### src/common/dpsm_defines.svh
`ifndef DPSM_DEFINES_SVH
`define DPSM_DEFINES_SVH

// ------------------------------------------------------------
// register byte offsets
// ------------------------------------------------------------
`define DPSM_CTRL_OFS      8'h00
`define DPSM_STAT_OFS      8'h04
`define DPSM_CFG_OFS       8'h08
`define DPSM_EVT_OFS       8'h0C
`define DPSM_SD_OFS        8'h10

// ------------------------------------------------------------
// field positions
// ------------------------------------------------------------
`define DPSM_CW_FAULT_ACK  7
`define DPSM_CFG_NET_RUN   0
`define DPSM_CFG_QS_LSB    8
`define DPSM_CFG_SD_LSB    16
`define DPSM_EVT_INIT_DONE 0
`define DPSM_EVT_DRV_ERR   1
`define DPSM_EVT_STOPPED   2
`define DPSM_EVT_FR_DONE   3

// ------------------------------------------------------------
// reset values and codes
// ------------------------------------------------------------
`define DPSM_CTRL_RST      16'h0000
`define DPSM_QS_RST        16'h0002
`define DPSM_SD_RST        16'h0001
`define DPSM_QS_STAY       16'h0005
// status low byte per state; bit 6 is switch-on disabled
`define DPSM_SW_NOTRDY     7'h00
`define DPSM_SW_DISABLED   7'h40
`define DPSM_SW_READY      7'h21
`define DPSM_SW_ON         7'h23
`define DPSM_SW_OPEN       7'h27
`define DPSM_SW_QSTOP      7'h07
`define DPSM_SW_FREACT     7'h0F
`define DPSM_SW_FAULT      7'h08

`endif

### src/common/dpsm_pkg.sv
package dpsm_pkg;

  typedef enum logic [2:0] {
    S_NOT_READY,
    S_SW_DISABLED,
    S_READY,
    S_SWITCHED_ON,
    S_OP_ENABLED,
    S_QUICK_STOP,
    S_FAULT_REACT,
    S_FAULT
  } dpsm_state_type;

  typedef struct packed {
    logic [15:0] ctrl;
    logic [15:0] qs_code;
    logic [15:0] sd_code;
    logic        net_run;
  } dpsm_cfg_type;

  typedef struct packed {
    logic        stage_on;
    logic        motion_en;
    logic        stop_fast;
    logic        stop_quick;
    logic        stop_shut;
  } dpsm_drive_type;

endpackage : dpsm_pkg

### src/rtl/dpsm_core.sv
`timescale 1ns/10ps
`include "dpsm_defines.svh"
// Summary of operation
// - commands only taken while network running
// - don't-care bits ignored when decoding
// - reset enters not ready, status 0000
// - init done enters switch-on disabled
// - ready to switch on reports 0001
// - switched on reports 0011, stage on
// - operation enabled reports 0111, motion allowed
// - quick stop reports 0111, holds on code 5
// - fault reaction reports 1111
// - fault reports 1000 after handling
// - drive error enters fault reaction
// - shutdown moves to ready to switch on
// - shutdown in operation sets stop_shut, shutdown code unused
// - switch on moves ready to switched on
// - enable operation moves to operation enabled
// - disable operation returns to switched on
// - quick stop in ready disables switch-on
// - switched on disable or quick stop
// - disable voltage in operation stops fast
// - quick stop in operation enters quick stop
// - quick stop exits unless code 5
// - rising control bit 7 clears fault

module dpsm_core (
  // clock and reset
  input  wire logic                  clk,
  input  wire logic                  rst_b,
  // ahb-lite slave
  input  wire logic                  hsel,
  input  wire logic [7:0]            haddr,
  input  wire logic [1:0]            htrans,
  input  wire logic                  hwrite,
  input  wire logic [2:0]            hsize,
  input  wire logic [31:0]           hwdata,
  input  wire logic                  hready,
  output logic      [31:0]           hrdata,
  output logic                       hreadyout,
  output logic                       hresp,
  // drive events
  input  wire logic                  init_done,
  input  wire logic                  drive_error,
  input  wire logic                  motion_stopped,
  input  wire logic                  fault_handled,
  // drive controls
  output dpsm_pkg::dpsm_drive_type   drive_ctl,
  output logic      [15:0]           drive_status_word
);

  // ------------------------------------------------------------
  // state
  // ------------------------------------------------------------
  typedef struct packed {
    dpsm_pkg::dpsm_state_type st;
    dpsm_pkg::dpsm_cfg_type   cfg;
    dpsm_pkg::dpsm_drive_type drv;
    logic [15:0]              sw;
    logic                     cw7_prev;
    logic [3:0]               evt;
    logic [31:0]              rdata;
    logic                     wr_pend;
    logic [7:0]               wr_addr;
  } dpsm_core_type;

  dpsm_core_type s_r;
  dpsm_core_type s_nxt;

  function automatic logic [6:0] state_bits(
    input dpsm_pkg::dpsm_state_type st);
    case (st)
      dpsm_pkg::S_NOT_READY:   state_bits = `DPSM_SW_NOTRDY;
      dpsm_pkg::S_SW_DISABLED: state_bits = `DPSM_SW_DISABLED;
      dpsm_pkg::S_READY:       state_bits = `DPSM_SW_READY;
      dpsm_pkg::S_SWITCHED_ON: state_bits = `DPSM_SW_ON;
      dpsm_pkg::S_OP_ENABLED:  state_bits = `DPSM_SW_OPEN;
      dpsm_pkg::S_QUICK_STOP:  state_bits = `DPSM_SW_QSTOP;
      dpsm_pkg::S_FAULT_REACT: state_bits = `DPSM_SW_FREACT;
      default:                 state_bits = `DPSM_SW_FAULT;
    endcase
  endfunction : state_bits

  function automatic dpsm_pkg::dpsm_drive_type drive_of(
    input dpsm_pkg::dpsm_state_type st);
    drive_of = '0;
    drive_of.stage_on  = (st == dpsm_pkg::S_SWITCHED_ON) ||
                         (st == dpsm_pkg::S_OP_ENABLED) ||
                         (st == dpsm_pkg::S_QUICK_STOP);
    drive_of.motion_en = (st == dpsm_pkg::S_OP_ENABLED);
    drive_of.stop_quick = (st == dpsm_pkg::S_QUICK_STOP);
  endfunction : drive_of

  // ------------------------------------------------------------
  // command decode
  // ------------------------------------------------------------
  logic [15:0] cw;
  logic        cmd_ok;
  logic        c_shut;
  logic        c_on;
  logic        c_enop;
  logic        c_qs;
  logic        c_dv;
  logic        qs_hold;

  always_comb begin
    cw      = s_r.cfg.ctrl;
    cmd_ok  = s_r.cfg.net_run && !cw[`DPSM_CW_FAULT_ACK];
    c_shut  = cmd_ok && (cw[2:0] == 3'h6);
    c_on    = cmd_ok && (cw[3:0] == 4'h7);
    c_enop  = cmd_ok && (cw[3:0] == 4'hF);
    c_qs    = cmd_ok && (cw[2:1] == 2'h1);
    c_dv    = cmd_ok && !cw[1];
    qs_hold = (s_r.cfg.qs_code == `DPSM_QS_STAY);
  end

  // ------------------------------------------------------------
  // next state, bus and status
  // ------------------------------------------------------------
  logic addr_ph;
  logic [7:0] a;

  always_comb begin
    s_nxt = s_r;
    addr_ph = hsel && hready && htrans[1];
    a = s_r.wr_addr;
    // sticky events; set wins over a clear in the same cycle
    if (s_r.wr_pend && a == `DPSM_EVT_OFS) begin
      s_nxt.evt = s_r.evt & ~hwdata[3:0];
    end
    if (s_r.wr_pend && a == `DPSM_CTRL_OFS) begin
      s_nxt.cfg.ctrl = hwdata[15:0];
    end else if (s_r.wr_pend && a == `DPSM_CFG_OFS) begin
      s_nxt.cfg.net_run = hwdata[`DPSM_CFG_NET_RUN];
      s_nxt.cfg.qs_code = hwdata[`DPSM_CFG_QS_LSB +: 16];
    end else if (s_r.wr_pend && a == `DPSM_SD_OFS) begin
      s_nxt.cfg.sd_code = hwdata[15:0];
    end
    s_nxt.evt[`DPSM_EVT_DRV_ERR]  = s_nxt.evt[`DPSM_EVT_DRV_ERR] |
                                    drive_error;
    s_nxt.evt[`DPSM_EVT_STOPPED]  = s_nxt.evt[`DPSM_EVT_STOPPED] |
                                    motion_stopped;
    s_nxt.cw7_prev = cw[`DPSM_CW_FAULT_ACK];

    case (s_r.st)
      dpsm_pkg::S_NOT_READY: begin
        if (init_done) begin
          s_nxt.st = dpsm_pkg::S_SW_DISABLED;
          s_nxt.evt[`DPSM_EVT_INIT_DONE] = 1'b1;
        end else if (c_shut) begin
          s_nxt.st = dpsm_pkg::S_READY;
        end
      end
      dpsm_pkg::S_SW_DISABLED: begin
        if (c_shut) begin
          s_nxt.st = dpsm_pkg::S_READY;
        end
      end
      dpsm_pkg::S_READY: begin
        if (c_qs) begin
          s_nxt.st = dpsm_pkg::S_SW_DISABLED;
        end else if (c_on) begin
          s_nxt.st = dpsm_pkg::S_SWITCHED_ON;
        end
      end
      dpsm_pkg::S_SWITCHED_ON: begin
        if (c_dv || c_qs) begin
          s_nxt.st = dpsm_pkg::S_SW_DISABLED;
        end else if (c_shut) begin
          s_nxt.st = dpsm_pkg::S_READY;
        end else if (c_enop) begin
          s_nxt.st = dpsm_pkg::S_OP_ENABLED;
        end
      end
      dpsm_pkg::S_OP_ENABLED: begin
        if (c_dv) begin
          s_nxt.st = dpsm_pkg::S_SW_DISABLED;
          s_nxt.drv.stop_fast = 1'b1;
        end else if (c_qs) begin
          s_nxt.st = dpsm_pkg::S_QUICK_STOP;
        end else if (c_shut) begin
          s_nxt.st = dpsm_pkg::S_READY;
          s_nxt.drv.stop_shut = 1'b1;
        end else if (c_on) begin
          s_nxt.st = dpsm_pkg::S_SWITCHED_ON;
        end
      end
      dpsm_pkg::S_QUICK_STOP: begin
        // leave only when code is not 5
        if (!qs_hold && (motion_stopped || c_dv)) begin
          s_nxt.st = dpsm_pkg::S_SW_DISABLED;
        end
      end
      dpsm_pkg::S_FAULT_REACT: begin
        if (fault_handled) begin
          s_nxt.st = dpsm_pkg::S_FAULT;
          s_nxt.evt[`DPSM_EVT_FR_DONE] = 1'b1;
        end
      end
      default: begin
        // rising edge of control bit 7
        if (s_r.cfg.net_run && cw[`DPSM_CW_FAULT_ACK] && !s_r.cw7_prev) begin
          s_nxt.st = dpsm_pkg::S_SW_DISABLED;
        end
      end
    endcase
    // other control values fall through unchanged

    if (drive_error && s_r.st != dpsm_pkg::S_NOT_READY &&
        s_r.st != dpsm_pkg::S_FAULT_REACT && s_r.st != dpsm_pkg::S_FAULT) begin
      s_nxt.st = dpsm_pkg::S_FAULT_REACT;
    end

    // fast/shutdown stop held only while the drive still moves
    if (s_nxt.st != s_r.st) begin
      s_nxt.drv = drive_of(s_nxt.st);
      s_nxt.drv.stop_fast = (s_r.st == dpsm_pkg::S_OP_ENABLED) &&
                            (s_nxt.st == dpsm_pkg::S_SW_DISABLED) && c_dv;
      s_nxt.drv.stop_shut = (s_r.st == dpsm_pkg::S_OP_ENABLED) &&
                            (s_nxt.st == dpsm_pkg::S_READY);
    end else if (motion_stopped) begin
      s_nxt.drv.stop_fast = 1'b0;
      s_nxt.drv.stop_shut = 1'b0;
    end

    // status bits follow state in same edge
    s_nxt.sw = {9'h000, state_bits(s_nxt.st)};

    // ahb-lite read data prepared in address phase
    s_nxt.wr_pend = addr_ph && hwrite;
    s_nxt.wr_addr = haddr;
    if (addr_ph && !hwrite) begin
      if (haddr == `DPSM_CTRL_OFS) begin
        s_nxt.rdata = {16'h0000, s_r.cfg.ctrl};
      end else if (haddr == `DPSM_STAT_OFS) begin
        s_nxt.rdata = {16'h0000, s_r.sw};
      end else if (haddr == `DPSM_CFG_OFS) begin
        // only the low byte of the option code reads back
        s_nxt.rdata = {16'h0000, s_r.cfg.qs_code[7:0],
                       7'h00, s_r.cfg.net_run};
      end else if (haddr == `DPSM_EVT_OFS) begin
        s_nxt.rdata = {28'h0000000, s_r.evt};
      end else if (haddr == `DPSM_SD_OFS) begin
        s_nxt.rdata = {16'h0000, s_r.cfg.sd_code};
      end else begin
        s_nxt.rdata = 32'h00000000;
      end
    end
  end

  always_ff @(posedge clk or negedge rst_b) begin
    if (!rst_b) begin
      s_r          <= '0;
      s_r.st       <= dpsm_pkg::S_NOT_READY;
      s_r.cfg.ctrl <= `DPSM_CTRL_RST;
      s_r.cfg.qs_code <= `DPSM_QS_RST;
      s_r.cfg.sd_code <= `DPSM_SD_RST;
      s_r.sw       <= {9'h000, `DPSM_SW_NOTRDY};
    end else begin
      s_r <= s_nxt;
    end
  end

  // ------------------------------------------------------------
  // outputs
  // ------------------------------------------------------------
  assign hrdata            = s_r.rdata;
  assign hreadyout         = 1'b1;
  assign hresp             = 1'b0;
  assign drive_ctl         = s_r.drv;
  assign drive_status_word = s_r.sw;

  // ------------------------------------------------------------
  // checks
  // ------------------------------------------------------------
  // not ready bits
  status_notrdy_a: assert property (@(posedge clk)
    disable iff (!rst_b)
    s_r.st == dpsm_pkg::S_NOT_READY |-> s_r.sw[6:0] == 7'h00)
    else $error("not ready status wrong");
  init_done_a: assert property (@(posedge clk) disable iff (!rst_b)
    s_r.st == dpsm_pkg::S_NOT_READY && init_done && !drive_error
    |=> s_r.st == dpsm_pkg::S_SW_DISABLED && s_r.sw[6])
    else $error("init did not disable switch-on");
  net_gate_a: assert property (@(posedge clk) disable iff (!rst_b)
    !s_r.cfg.net_run && !drive_error && !init_done && !fault_handled &&
    !motion_stopped |=> $stable(s_r.st))
    else $error("state moved without network running");
  switch_on_a: assert property (@(posedge clk) disable iff (!rst_b)
    s_r.st == dpsm_pkg::S_READY && c_on && !drive_error
    |=> s_r.st == dpsm_pkg::S_SWITCHED_ON && drive_ctl.stage_on)
    else $error("switch on missed");
  drive_err_a: assert property (@(posedge clk) disable iff (!rst_b)
    drive_error && s_r.st inside {dpsm_pkg::S_SW_DISABLED,
    dpsm_pkg::S_READY, dpsm_pkg::S_SWITCHED_ON, dpsm_pkg::S_OP_ENABLED,
    dpsm_pkg::S_QUICK_STOP} |=> s_r.sw[3:0] == 4'hF)
    else $error("drive error not reacted");
  qs_hold_a: assert property (@(posedge clk) disable iff (!rst_b)
    s_r.st == dpsm_pkg::S_QUICK_STOP && qs_hold && !drive_error
    |=> s_r.st == dpsm_pkg::S_QUICK_STOP)
    else $error("quick stop left under code 5");
  fault_ack_a: assert property (@(posedge clk) disable iff (!rst_b)
    s_r.st == dpsm_pkg::S_FAULT && s_r.cfg.net_run &&
    $rose(s_r.cfg.ctrl[7]) |=> s_r.sw[6:0] == 7'h40)
    else $error("fault not acknowledged");
  status_track_a: assert property (@(posedge clk)
    disable iff (!rst_b)
    s_r.sw[6:0] == state_bits(s_r.st))
    else $error("status and state disagree");
  shut_on_a: assert property (@(posedge clk) disable iff (!rst_b)
    s_r.st == dpsm_pkg::S_SWITCHED_ON && c_shut && !drive_error
    |=> s_r.st == dpsm_pkg::S_READY)
    else $error("shutdown from switched on missed");
  enable_op_a: assert property (@(posedge clk) disable iff (!rst_b)
    s_r.st == dpsm_pkg::S_SWITCHED_ON && c_enop && !drive_error
    |=> s_r.st == dpsm_pkg::S_OP_ENABLED && drive_ctl.motion_en)
    else $error("enable operation missed");
  disable_op_a: assert property (@(posedge clk) disable iff (!rst_b)
    s_r.st == dpsm_pkg::S_OP_ENABLED && c_on && !drive_error
    |=> s_r.st == dpsm_pkg::S_SWITCHED_ON)
    else $error("disable operation missed");
  qs_ready_a: assert property (@(posedge clk) disable iff (!rst_b)
    s_r.st == dpsm_pkg::S_READY && c_qs && !drive_error
    |=> s_r.st == dpsm_pkg::S_SW_DISABLED)
    else $error("quick stop in ready missed");
  on_off_a: assert property (@(posedge clk) disable iff (!rst_b)
    s_r.st == dpsm_pkg::S_SWITCHED_ON && (c_dv || c_qs) && !drive_error
    |=> s_r.st == dpsm_pkg::S_SW_DISABLED && !drive_ctl.stage_on)
    else $error("switched on did not switch off");
  fast_stop_a: assert property (@(posedge clk) disable iff (!rst_b)
    s_r.st == dpsm_pkg::S_OP_ENABLED && c_dv && !drive_error
    |=> s_r.st == dpsm_pkg::S_SW_DISABLED && drive_ctl.stop_fast)
    else $error("disable voltage did not stop fast");
  qs_enter_a: assert property (@(posedge clk) disable iff (!rst_b)
    s_r.st == dpsm_pkg::S_OP_ENABLED && c_qs && !drive_error
    |=> s_r.st == dpsm_pkg::S_QUICK_STOP && drive_ctl.stop_quick)
    else $error("quick stop not entered");
  shut_stop_a: assert property (@(posedge clk) disable iff (!rst_b)
    s_r.st == dpsm_pkg::S_OP_ENABLED && c_shut && !drive_error
    |=> s_r.st == dpsm_pkg::S_READY && drive_ctl.stop_shut)
    else $error("shutdown in operation missed");
  fault_done_a: assert property (@(posedge clk) disable iff (!rst_b)
    s_r.st == dpsm_pkg::S_FAULT_REACT && fault_handled
    |=> s_r.sw[3:0] == 4'h8)
    else $error("fault state not reached");

endmodule : dpsm_core

### config.mk
export PLATFORM = sky130hd
export DESIGN_NAME = dpsm_core
export DESIGN_NICKNAME = d
export VERILOG_FILES = /design/src/common/dpsm_pkg.sv /design/src/rtl/dpsm_core.sv
export VERILOG_INCLUDE_DIRS = /design/src /design/src/common
export SDC_FILE = /design/constraint.sdc
export NUM_CORES = 1
export LEC_CHECK = 0
export BUFFER_PORTS_ARGS = -buffer_cell sky130_fd_sc_hd__buf_2
export CAP_MARGIN = 15
export CELL_PAD_IN_SITES_DETAIL_PLACEMENT = 1
export CELL_PAD_IN_SITES_GLOBAL_PLACEMENT = 2
export CORE_UTILIZATION = 31
export CTS_BUF_LIST = sky130_fd_sc_hd__clkbuf_4 sky130_fd_sc_hd__clkbuf_8 sky130_fd_sc_hd__clkbuf_16
export DETAILED_ROUTE_END_ITERATION = 10
export PLACE_DENSITY = 0.81
export SLEW_MARGIN = 20
export SYNTH_ARGS = -nofsm -noshare
export SYNTH_HDL_FRONTEND = slang
export SYNTH_SLANG_ARGS = --single-unit
export TNS_END_PERCENT = 50
### constraint.sdc
create_clock -name clk -period 2.55 [get_ports clk]
set_clock_uncertainty 0.15 [all_clocks]
set_input_delay 0 -clock clk [delete_from_list [all_inputs] [get_ports clk]]
set_output_delay 0 -clock clk [all_outputs]
set_load 0.02 [all_outputs]
# == After elaboration in Yosys (flattened, before gate mapping) ==
# Index checks and enable logic that the tools add are counted.
# op_classes
n_mux,36
n_eq_ne,29
n_reduce_logical,44
bitwise_logic,6
# ops
operator,count
two-way mux 16 bit,5
case mux 7 bit (7 select lines),1
two-way mux 3 bit,14
"equality test 8 x 4 -> 1 bit, second input constant",4
logical AND 1 bit,23
"equality test 3 bit, second input constant",7
case mux 3 bit (7 select lines),1
"equality test 16 x 3 -> 1 bit, second input constant",1
"equality test 8 x 5 -> 1 bit, second input constant",2
zero test 8 bit,2
two-way mux 1 bit,14
"equality test 3 x 2 -> 1 bit, second input constant",4
nonzero test 3 bit,4
"equality test 8 x 3 -> 1 bit, second input constant",1
"equality test 3 x 1 -> 1 bit, second input constant",2
zero test 3 bit,2
"!= test 3 x 2 -> 1 bit, second input constant",2
"!= test 3 bit, second input constant",2
zero test 1 bit,5
bitwise AND 4 bit,1
"equality test 4 x 3 -> 1 bit, second input constant",1
"equality test 4 bit, second input constant",1
logical OR 1 bit,4
two-way mux 4 bit,1
other kinds (8),11
# word_totals
regBits,110
output_inout_bits,55
word_cells,131
input_bits,54

# == Logic depth before layout (Yosys ltp) ==
# Gate-level depths: netlist of run 1.
# depth
ltp_word,13
ltp_mapped,10
mapped_depth_nobuf,8

# == Least setup slack after synthesis of run 1 ==
# Ideal clock, no wire load.
# synth_timing
path_kind,register to register
from,reg s_r[85] in the netlist's numbering
to,"reg s_r, in the netlist drive_ctl[1]"
period_less_slack_ns,2.407
path_buffers,0
path_stages_with_launch,9
slack_ns,0.143
setup_ns,0.125
arrival_time_ns,2.132
required_time_ns,2.275
path_cell_list,dfstp_2 nor4b_1 and4_1 o311ai_4 and3_4 inv_2 a32o_2 o21ai_4 mux2_4
# synth_lines
element,line_no,rtl
"start, declared",dpsm_core.sv:67,dpsm_core_type s_r;
"start signal, assigned",dpsm_core.sv:260,s_r <= s_nxt;

==> results_dict.tcl, run 1 <==
set metrics [dict create \
    cts.htree.levels 3 \
    synth-main-ff-cell "dfrtp_1" \
    antenna_found_initial 0 \
    dp_slack_ns -0.0344 \
    num_rows 44 \
    internal_power_mw 3.05 \
    crit_family "compound AO/OA/AOI/OAI gates" \
    r2r_start "s_r[85]$_DFFE_PN1P_" \
    ant_nets 0 \
    worstMarginPinSlew_ns 0.540 \
    path_cells "nor4b_2, and4_4, o311ai_4, and3_4, inv_2, a32o_2, o21ai_4, mux2_4" \
    async_flop_share_pct 100 \
    power_density_nw_per_um2 766 \
    crit_type "reg -> reg" \
    fmax_mhz 400 \
    viasPerCell 4.76 \
    die_area_sq_um 15600 \
    cp_slowest_cell "dfstp_2" \
    routed_wl_um 11500 \
    critical_path_depth 8 \
    firstDrtPassIters 8 \
    grt_pass1_vias 3616 \
    p_seq_share_pct 37.9 \
    cap_violations 0 \
    cts_tree "built" \
    p_leak_nw 2.76 \
    period_share_pct 98.1 \
    cp.buffers_inverters 1 \
    clkTransAtPathRegs_ns 0.07 \
    ys_seq_area_share_pct 49.8 \
    reg2regPathDepth 8 \
    start_util_pct 31.9 \
    fillers 1638 \
    grt_pass1_wl_um 18800 \
    routedWlPerCell_um 16.1 \
    grt_overflow_total 0 \
    cts_buffers 9 \
    antenna_cells 0 \
    yosys_warnings 0 \
    final_core_util_pct 40.3 \
    period_minus_slack_ns 2.50 \
    setup_ws_ns 0.0486 \
    grt_max_degree 54 \
    slew_viol_final 0 \
    nNetsFinal 580 \
    clock_path_buffers 2 \
    portBuffers 68 \
    gp_congestion 0.809 \
    r2r_slack_ns 0.05 \
    die-width_um 125 \
    start_kind "register" \
    setup_viol 0 \
    crit_path_end_kind "register" \
    io_pins 109 \
    critPathMaxStageDelay_ns 0.54 \
    multi_input_area_sq_um 1960 \
    failed_checks "design-rule violations" \
    r2r_end "drive_ctl[1]$_DFFE_PN0P_" \
    grt_setup_unrepaired "yes" \
    p_sw_mw 1.47 \
    dp_hpwl_um 8170 \
    synthCells 407 \
    drc_errors 12 \
    synth.distinct_cells 63 \
    drive_above_1_share_pct 40.4 \
    pwr-share-clk_pct 27.4 \
    combPwrFrac_pct 34.7 \
    worstPathMaxFanout 5 \
    worstPathArrival_ns 2.58 \
    p_sw_share_pct 32.6 \
    synthToLayoutAreaGrowth_pct 26.3 \
    die_height_um 125 \
    synth_edf_count 0 \
    core_sq_um 14600 \
    relSlewSlack_pct 64.0 \
    synth_seq_cells 93 \
    syn_area_sq_um 4680 \
    final_common_cell "dfrtp_1" \
    cts_sinks 93 \
    hold_viol 0 \
    clkLatencyLatePin_ns 0.34 \
    final_cell_mix "dfrtp_1 (87), buf_2 (67), mux2_2 (49)" \
    synth.avg_cell_area_sq_um 11.5 \
    ff_latch_area_sq_um 2330 \
    drt_iter0_markers 187 \
    track_usage_pct 15.6 \
    worst_ep_required_time_ns 2.63 \
    vias 3402 \
    cts_root_buffer "clkbuf_16" \
    hold_path.class "in -> async" \
    worst_ir_drop_vdd_uv 321 \
    status "finished with violations" \
]
worst max-delay path by stage:
stage                                   start                       end
after floorplan           s_r[85]$_DFFE_PN1P_  drive_ctl[1]$_DFFE_PN0P_
after global placement     s_r[118]$_DFF_PN0_  drive_ctl[0]$_DFFE_PN0P_
after detailed placement  s_r[85]$_DFFE_PN1P_  drive_ctl[1]$_DFFE_PN0P_
after CTS                   cw[7]$_DFFE_PN0P_  drive_ctl[3]$_DFFE_PN0P_
after global routing       s_r[118]$_DFF_PN0_  drive_ctl[3]$_DFFE_PN0P_
final                     s_r[85]$_DFFE_PN1P_  drive_ctl[1]$_DFFE_PN0P_
power by group through the flow:
stage | logic [mW] | registers [mW] | clock network (mW)
5_1_grt | 1.70 | 1.73 | 1.32
6_report | 1.57 | 1.71 | 1.24
2_1_floorplan | 1.08 | 1.69 | 0
3_5_place_dp | 1.36 | 1.75 | 0
3_3_place_gp | 1.34 | 1.75 | 0
4_1_cts | 1.43 | 1.73 | 1.28
repair_timing:
action,CTS,global route
resized for setup,6,6
hold buffers,39,0
buffers inserted,1,13
pin swaps,5,5
endpoints found under the hold margin,158,0
endpoints found under the setup margin,4,6
cells in the mapped netlist (all sizes together) (3+ instances only):
cell	instances	share of area [%]
mux2	52	13
dfrtp	91	49
nor4	4	0.67
and4	3	0.62
and2	3	0.40
clkbuf	6	0.48
nor2	16	1.3
a21boi	3	0.48
nand2b	5	0.67
mux2i	3	0.64
inv	11	0.88
a21oi	13	1.9
nor3	3	0.32
nor4b	4	1.2
a21o	5	0.80
o22ai	4	0.53
nand2	35	2.8
buf	62	10
o21ai	28	3.2
nor2b	4	0.53
a22oi	3	0.48
a222oi	8	1.7
and3	3	0.62
nor3b	3	0.80
sequential cells by signal, summed over array words and instances (netlist names):
register and flops:
s_r 42, cw 16, hrdata 16, a 8, drive_status_word 6, drive_ctl 5
kinds of logic (layout without fill, tap and decap cells):
family,count (synthesis),count (layout),synth area share [%]
AOI/OAI and AO/OA,80,80,12.6
buffers and inverters,79,176,11.4
and+or+nand+nor,97,97,12.5
other,2,28,0.161
muxes,55,55,13.4
DFF,93,93,49.8
xor gates and xnor gates,1,1,0.187
area by class of cell:
class / instances / area share, %
clock buffer: 11 / 4.17
inverter: 11 / 0.699
timing repair buffer: 150 / 18.1
tap: 184 / 3.90
multi-input combinational: 261 / 33.2
sequential: 93 / 39.5
clock inverter: 4 / 0.424
routing by layer:
metal	track usage (%)	vias to the layer above	part of all wire (%)
met2	25.8	81	48
met5	0	-	0
met3	2.66	20	4.3
met1	20.0	1695	46
li1	-	1606	-
met4	6.89	0	2.0
per-stage QoR:
step / TNS [ns] / instances / area [sq um] / hold slack (ns) / power (mW)
after floorplan: 0 / 433 / 4780 / -0.446 / 2.76
after global placement: 0 / 646 / 5110 / -0.140 / 3.08
after detailed placement: -0.0984 / 646 / 5110 / -0.124 / 3.11
after CTS: 0 / 701 / 5790 / 0.0356 / 4.44
after global routing: -0.0656 / 714 / 5910 / 0.0851 / 4.75
final: 0 / 714 / 5910 / 0.0351 / 4.53
(Power assumes the default switching activity.)
==> inputs of run 2 (changes only) <==
--- a/config.mk
+++ b/config.mk
@@ -10,6 +10,7 @@
 export CAP_MARGIN = 15
 export CELL_PAD_IN_SITES_DETAIL_PLACEMENT = 1
 export CELL_PAD_IN_SITES_GLOBAL_PLACEMENT = 2
+export CORE_ASPECT_RATIO = 0.7
 export CORE_UTILIZATION = 31
 export CTS_BUF_LIST = sky130_fd_sc_hd__clkbuf_4 sky130_fd_sc_hd__clkbuf_8 sky130_fd_sc_hd__clkbuf_16
 export DETAILED_ROUTE_END_ITERATION = 10
==> run 2 against run 1 <==
The run now ends clean. Sequential power is essentially flat. Clock-buffer cell count shrank 2. Worst hold slack gained 0.051 ns. First-iteration DRC count shrank 5.3%. Critical path type unchanged. Largest cell class unchanged.
==> results_dict.tcl, run 2 (synthesized netlist as in run 1, its figures left out) <==
set metrics [dict create \
    clkLatencyLatePin_ns 0.34 \
    dp_hpwl_um 8870 \
    slew_viol_final 0 \
    viasPerCell 4.76 \
    relSlewSlack_pct 54.7 \
    nNetsFinal 581 \
    die_height_um 105 \
    ff_latch_area_sq_um 2340 \
    critPathMaxStageDelay_ns 0.47 \
    r2r_start "cw[1]$_DFFE_PN0P_" \
    fmax_mhz 399 \
    grt_overflow_total 0 \
    die-width_um 149 \
    power_density_nw_per_um2 791 \
    final_core_util_pct 40.7 \
    cts_sinks 93 \
    setup_viol 0 \
    path_cells "nor3b_4, nor2_2, o311ai_4, and3_4, inv_2, a32o_2, o21ai_4, mux2_4" \
    core_sq_um 14700 \
    worstPathArrival_ns 2.58 \
    die_area_sq_um 15600 \
    grt_pass1_vias 3749 \
    status "finished clean" \
    num_rows 37 \
    firstDrtPassIters 5 \
    hold_viol 0 \
    antenna_cells 0 \
    grt_use_met1_pct 23.5 \
    cp.buffers_inverters 1 \
    largest_reg_flops 42 \
    io_pins 109 \
    worstMarginPinSlew_ns 0.680 \
    period_minus_slack_ns 2.51 \
    clkTransAtPathRegs_ns 0.07 \
    antenna_found_initial 0 \
    start_kind "register" \
    cts_buffers 9 \
    routed_wl_um 12200 \
    synthToLayoutAreaGrowth_pct 28.2 \
    gp_congestion 0.801 \
    crit_path_end_kind "register" \
    cp_slowest_cell "dfrtp_2" \
    track_usage_pct 16.9 \
    worstPathMaxFanout 7 \
    gr-usage-met3_pct 3.10 \
    final_common_cell "dfrtp_1" \
    startpoint "cw[1]$_DFFE_PN0P_" \
    crit_type "reg -> reg" \
    drive_above_1_share_pct 40.8 \
    cts.htree.levels 3 \
    worst_ep_required_time_ns 2.62 \
    grt_max_degree 52 \
    clock_path_buffers 2 \
    cts_root_buffer "clkbuf_16" \
    vias 3462 \
    p_leak_nw 2.79 \
    fillers 1609 \
    cts_tree "built" \
    hold_path.class "in -> async" \
    drt_iter0_markers 177 \
    busiest_layer "met2" \
    crit_family "compound AO/OA/AOI/OAI gates" \
    period_share_pct 98.2 \
    worst_ir_drop_vdd_uv 327 \
    final_cell_mix "dfrtp_1 (85), buf_2 (67), mux2_2 (49)" \
    cap_violations 0 \
    grt_pass1_wl_um 20200 \
    multi_input_area_sq_um 1960 \
    portBuffers 68 \
    finalSetupTns_ns 0 \
    grtUsageMet2_pct 27.0 \
    start_util_pct 31.8 \
    drc_errors 0 \
    ant_nets 0 \
    top_register "s_r" \
    routedWlPerCell_um 16.7 \
    grt_setup_unrepaired "yes" \
]
==> run 2: cell types whose count changed in the layout (fill, tap and decap cells not counted), sizes merged <==
| cell | before | now |
|---|---|---|
| clkbuf | 12 | 9 |
| dlygate4sd3 | 39 | 40 |
| inv | 11 | 13 |
| clkinv | 2 | 1 |
| clkinvlp | 2 | 1 |
| buf | 110 | 111 |
| bufinv | 0 | 3 |
==> run 2: path summary, 6_finish.rpt <==
| kind | depth (start not counted) | slack (ns) | to |
|---|---|---|---|
| hold reg to reg | 2 | 0.33 | hrdata[8]$_DFFE_PN0P_ |
| setup / recovery | 8 | 0.04 | drive_ctl[4]$_DFFE_PN0P_ |
| min in group clk | 5 | 0.14 | hrdata[6]$_DFFE_PN0P_ |
| hold / removal | 2 | 0.09 | s_r[74]$_DFFE_PN0P_ |
| max in group asynchronous | 3 | 1.39 | s_r[85]$_DFFE_PN1P_ |
| setup reg to reg | 8 | 0.04 | drive_ctl[4]$_DFFE_PN0P_ |
==> run 2: through the flow <==
step                area [sq um]  power [mW]  cells  worst slack (ns)  hold slack [ns]
finish                      6000        4.75    727            0.0447           0.0859
global route                6000        4.98    727           -0.0580            0.164
CTS                         5940        4.76    723           0.00707            0.118
detailed placement          5140        3.11    661           -0.0579          -0.0695
global placement            5140        3.07    661            0.0285          -0.0854
floorplan                   4780        2.76    433             0.143           -0.446
==> run 2: report_power, final <==
group	internal (mW)	switching, mW
Clock	0.963	0.573
Combinational	0.687	0.815
Sequential	1.61	0.103
Total	3.26	1.49
==> run 2: layer usage <==
| metal | share of wire (%) | vias to the layer above |
|---|---|---|
| met5 | 0 | - |
| met1 | 47 | 1737 |
| met3 | 5.7 | 6 |
| met2 | 47 | 115 |
| met4 | 0.72 | 0 |
| li1 | - | 1604 |
==> run 2: area by class of cell <==
type                    instances  area share (%)
inverters                      11           0.688
clock inverters                 7            2.00
repair buffers                151            17.8
clock buffers                   9            3.75
well taps                     195            4.07
multi-input cells             261            32.7
flip-flops and latches         93            39.0
==> run 2: repair_timing <==
item,in CTS,in global routing
buffers inserted,6,4
pin swaps,4,8
hold buffers,40,0
resized for setup,6,8
endpoints found under the setup margin,4,6
hold endpoints to repair,114,0
gates cloned,0,0
==> inputs of run 3 (changes only) <==
--- a/config.mk
+++ b/config.mk
@@ -12,10 +12,11 @@
 export CELL_PAD_IN_SITES_GLOBAL_PLACEMENT = 2
 export CORE_ASPECT_RATIO = 0.7
 export CORE_UTILIZATION = 31
-export CTS_BUF_LIST = sky130_fd_sc_hd__clkbuf_4 sky130_fd_sc_hd__clkbuf_8 sky130_fd_sc_hd__clkbuf_16
+export CTS_BUF_LIST = sky130_fd_sc_hd__clkbuf_16
 export DETAILED_ROUTE_END_ITERATION = 10
+export GPL_TIMING_DRIVEN = 0
 export PLACE_DENSITY = 0.81
-export SLEW_MARGIN = 20
+export SLEW_MARGIN = 30
 export SYNTH_ARGS = -nofsm -noshare
 export SYNTH_HDL_FRONTEND = slang
 export SYNTH_SLANG_ARGS = --single-unit
==> run 3 against run 2 <==
The flow now finishes with violations (design-rule violations, negative setup slack). Die area is the same. Sequential cell count unchanged. Global-route usage rose by 0.96 points. Clock power fell by 12%. Combinational power up 7%. Largest power group unchanged.
==> results_dict.tcl, run 3 (synthesized netlist as in run 1, its figures left out) <==
set metrics [dict create \
    nNetsFinal 625 \
    cts_tree "built" \
    cap_violations 0 \
    p_leak_nw 3.01 \
    setup_viol 3 \
    grt_setup_unrepaired "yes" \
    r2r_start "cw[7]$_DFFE_PN0P_" \
    dp_hpwl_um 9290 \
    r2r_slack_ns -0.02 \
    top_register "s_r" \
    drive_above_1_share_pct 43.8 \
    start_util_pct 31.8 \
    antenna_cells 0 \
    portBuffers 68 \
    drc_errors 2 \
    grt_overflow_total 0 \
    viasPerCell 4.75 \
    worst_ep_required_time_ns 2.63 \
    clkLatencyLatePin_ns 0.34 \
    crit_path_end_kind "register" \
    setup_ws_ns -0.0161 \
    clkTransAtPathRegs_ns 0.07 \
    power_density_nw_per_um2 739 \
    vias 3665 \
    worstPathMaxFanout 7 \
    cts_root_buffer "clkbuf_16" \
    period_share_pct 101 \
    cts_buffers 9 \
    grt_pass1_wl_um 21200 \
    placed_cell_area_sq_um 5400 \
    holdWs_ns 0.0108 \
    core_sq_um 14700 \
    track_usage_pct 17.8 \
    largest_reg_flops 42 \
    crit_type "reg -> reg" \
    routedWlPerCell_um 16.8 \
    ant_nets 0 \
    antenna_found_initial 0 \
    die-width_um 149 \
    start_kind "register" \
    grt_max_degree 70 \
    worstMarginPinSlew_ns 0.717 \
    worstPathArrival_ns 2.65 \
    final_core_util_pct 42.9 \
    period_minus_slack_ns 2.57 \
    firstDrtPassIters 9 \
    gp_congestion 0.804 \
    startpoint "cw[7]$_DFFE_PN0P_" \
    fmax_mhz 390 \
    fillers 1632 \
    die_area_sq_um 15600 \
    grt_pass1_vias 3924 \
    die_height_um 105 \
    final_cell_mix "dfrtp_1 (87), buf_4 (71), buf_2 (69)" \
    final_cell_area_sq_um 6310 \
    cts_sinks 93 \
    drt_iter0_markers 187 \
    r2r_end "drive_ctl[4]$_DFFE_PN0P_" \
    clock_path_buffers 2 \
    cts.htree.levels 3 \
    slew_viol_final 0 \
    routed_wl_um 12900 \
    worst_ir_drop_vdd_uv 351 \
    status "finished with violations" \
    reg2regPathDepth 9 \
    synthToLayoutAreaGrowth_pct 34.8 \
    final_common_cell "dfrtp_1" \
    finalSetupTns_ns -0.0420 \
    hold_path.class "in -> async" \
    relSlewSlack_pct 51.5 \
    num_rows 37 \
    io_pins 109 \
    hold_viol 0 \
    failed_checks "design-rule violations, negative setup slack" \
]
-- run 3: cell types whose count changed in the layout (fill, tap and decap cells not counted), moves of 2 or more --
| cell | before | now |
|---|---|---|
| bufinv_16 | 3 | 1 |
| buf_2 | 67 | 69 |
| dfrtp_2 | 6 | 4 |
| clkbuf_1 | 0 | 4 |
| dfrtp_1 | 85 | 87 |
| nor2_2 | 2 | 0 |
| buf_4 | 44 | 71 |
| buf_6 | 0 | 5 |
-- run 3: per-layer routing --
layer  vias to the layer above  part of all wire, %  track usage (%)
li1                       1697                    -                -
met1                      1853                   48             24.5
met2                       102                   46             28.4
met3                        13                  4.5             3.93
met4                         0                  1.0             4.45
met5                         -                    0                0
-- run 3: power by group --
group | switching (mW) | internal (mW) | total, mW
combinational | 0.845 | 0.766 | 1.61
sequential | 0.0971 | 1.60 | 1.70
clock | 0.586 | 0.763 | 1.35
total | 1.53 | 3.13 | 4.66
-- run 3: how the worst max path moves through the flow --
stage	to	slack, ns	depth (start not counted)
final	drive_ctl[4]$_DFFE_PN0P_	-0.02	9
after global routing	drive_ctl[4]$_DFFE_PN0P_	-0.08	8
after CTS	drive_ctl[4]$_DFFE_PN0P_	-0.01	8
after detailed placement	s_r[98]$_DFFE_PN0P_	-0.45	5
after global placement	cw[12]$_DFFE_PN0P_	-0.32	5
after floorplan	drive_ctl[1]$_DFFE_PN0P_	0.14	8
-- run 3: stage by stage --
step                worst slack (ns)  cells  total power [mW]
floorplan                      0.143    433              2.76
global route                 -0.0816    771              4.92
finish                       -0.0161    771              4.66
CTS                          -0.0101    766              4.65
global placement              -0.324    696              3.09
detailed placement            -0.447    697              3.14
-- run 3: final cells by class --
type                    instances  area (sq um)  area share (%)
plain buffers                  68           499            7.91
clock buffers                   9           225            3.57
clock inverters                 7          72.6            1.15
inverters                      11          41.3           0.655
multi-input cells             261          1970            31.2
flip-flops and latches         93          2330            37.0
well taps                     195           244            3.87
repair buffers                127           925            14.7
-- run 3: worst max-delay path, cell delays in order (launching register included) --
cell      delay (ns)
dfrtp_2         0.45
buf_4           0.16
and4bb_2        0.27
o21ai_0         0.08
and4_4          0.19
buf_6           0.12
o2111a_1        0.22
a32o_2          0.23
o21ai_4         0.24
mux2_4          0.33
-- run 3: what timing repair did --
action                                 in CTS  in global routing
setup buffers                              11                  5
hold buffers                               42                  0
gates resized for setup                    10                  9
pin swaps                                   4                  6
endpoints found under the hold margin     160                  0
setup endpoints to repair                  43                 42
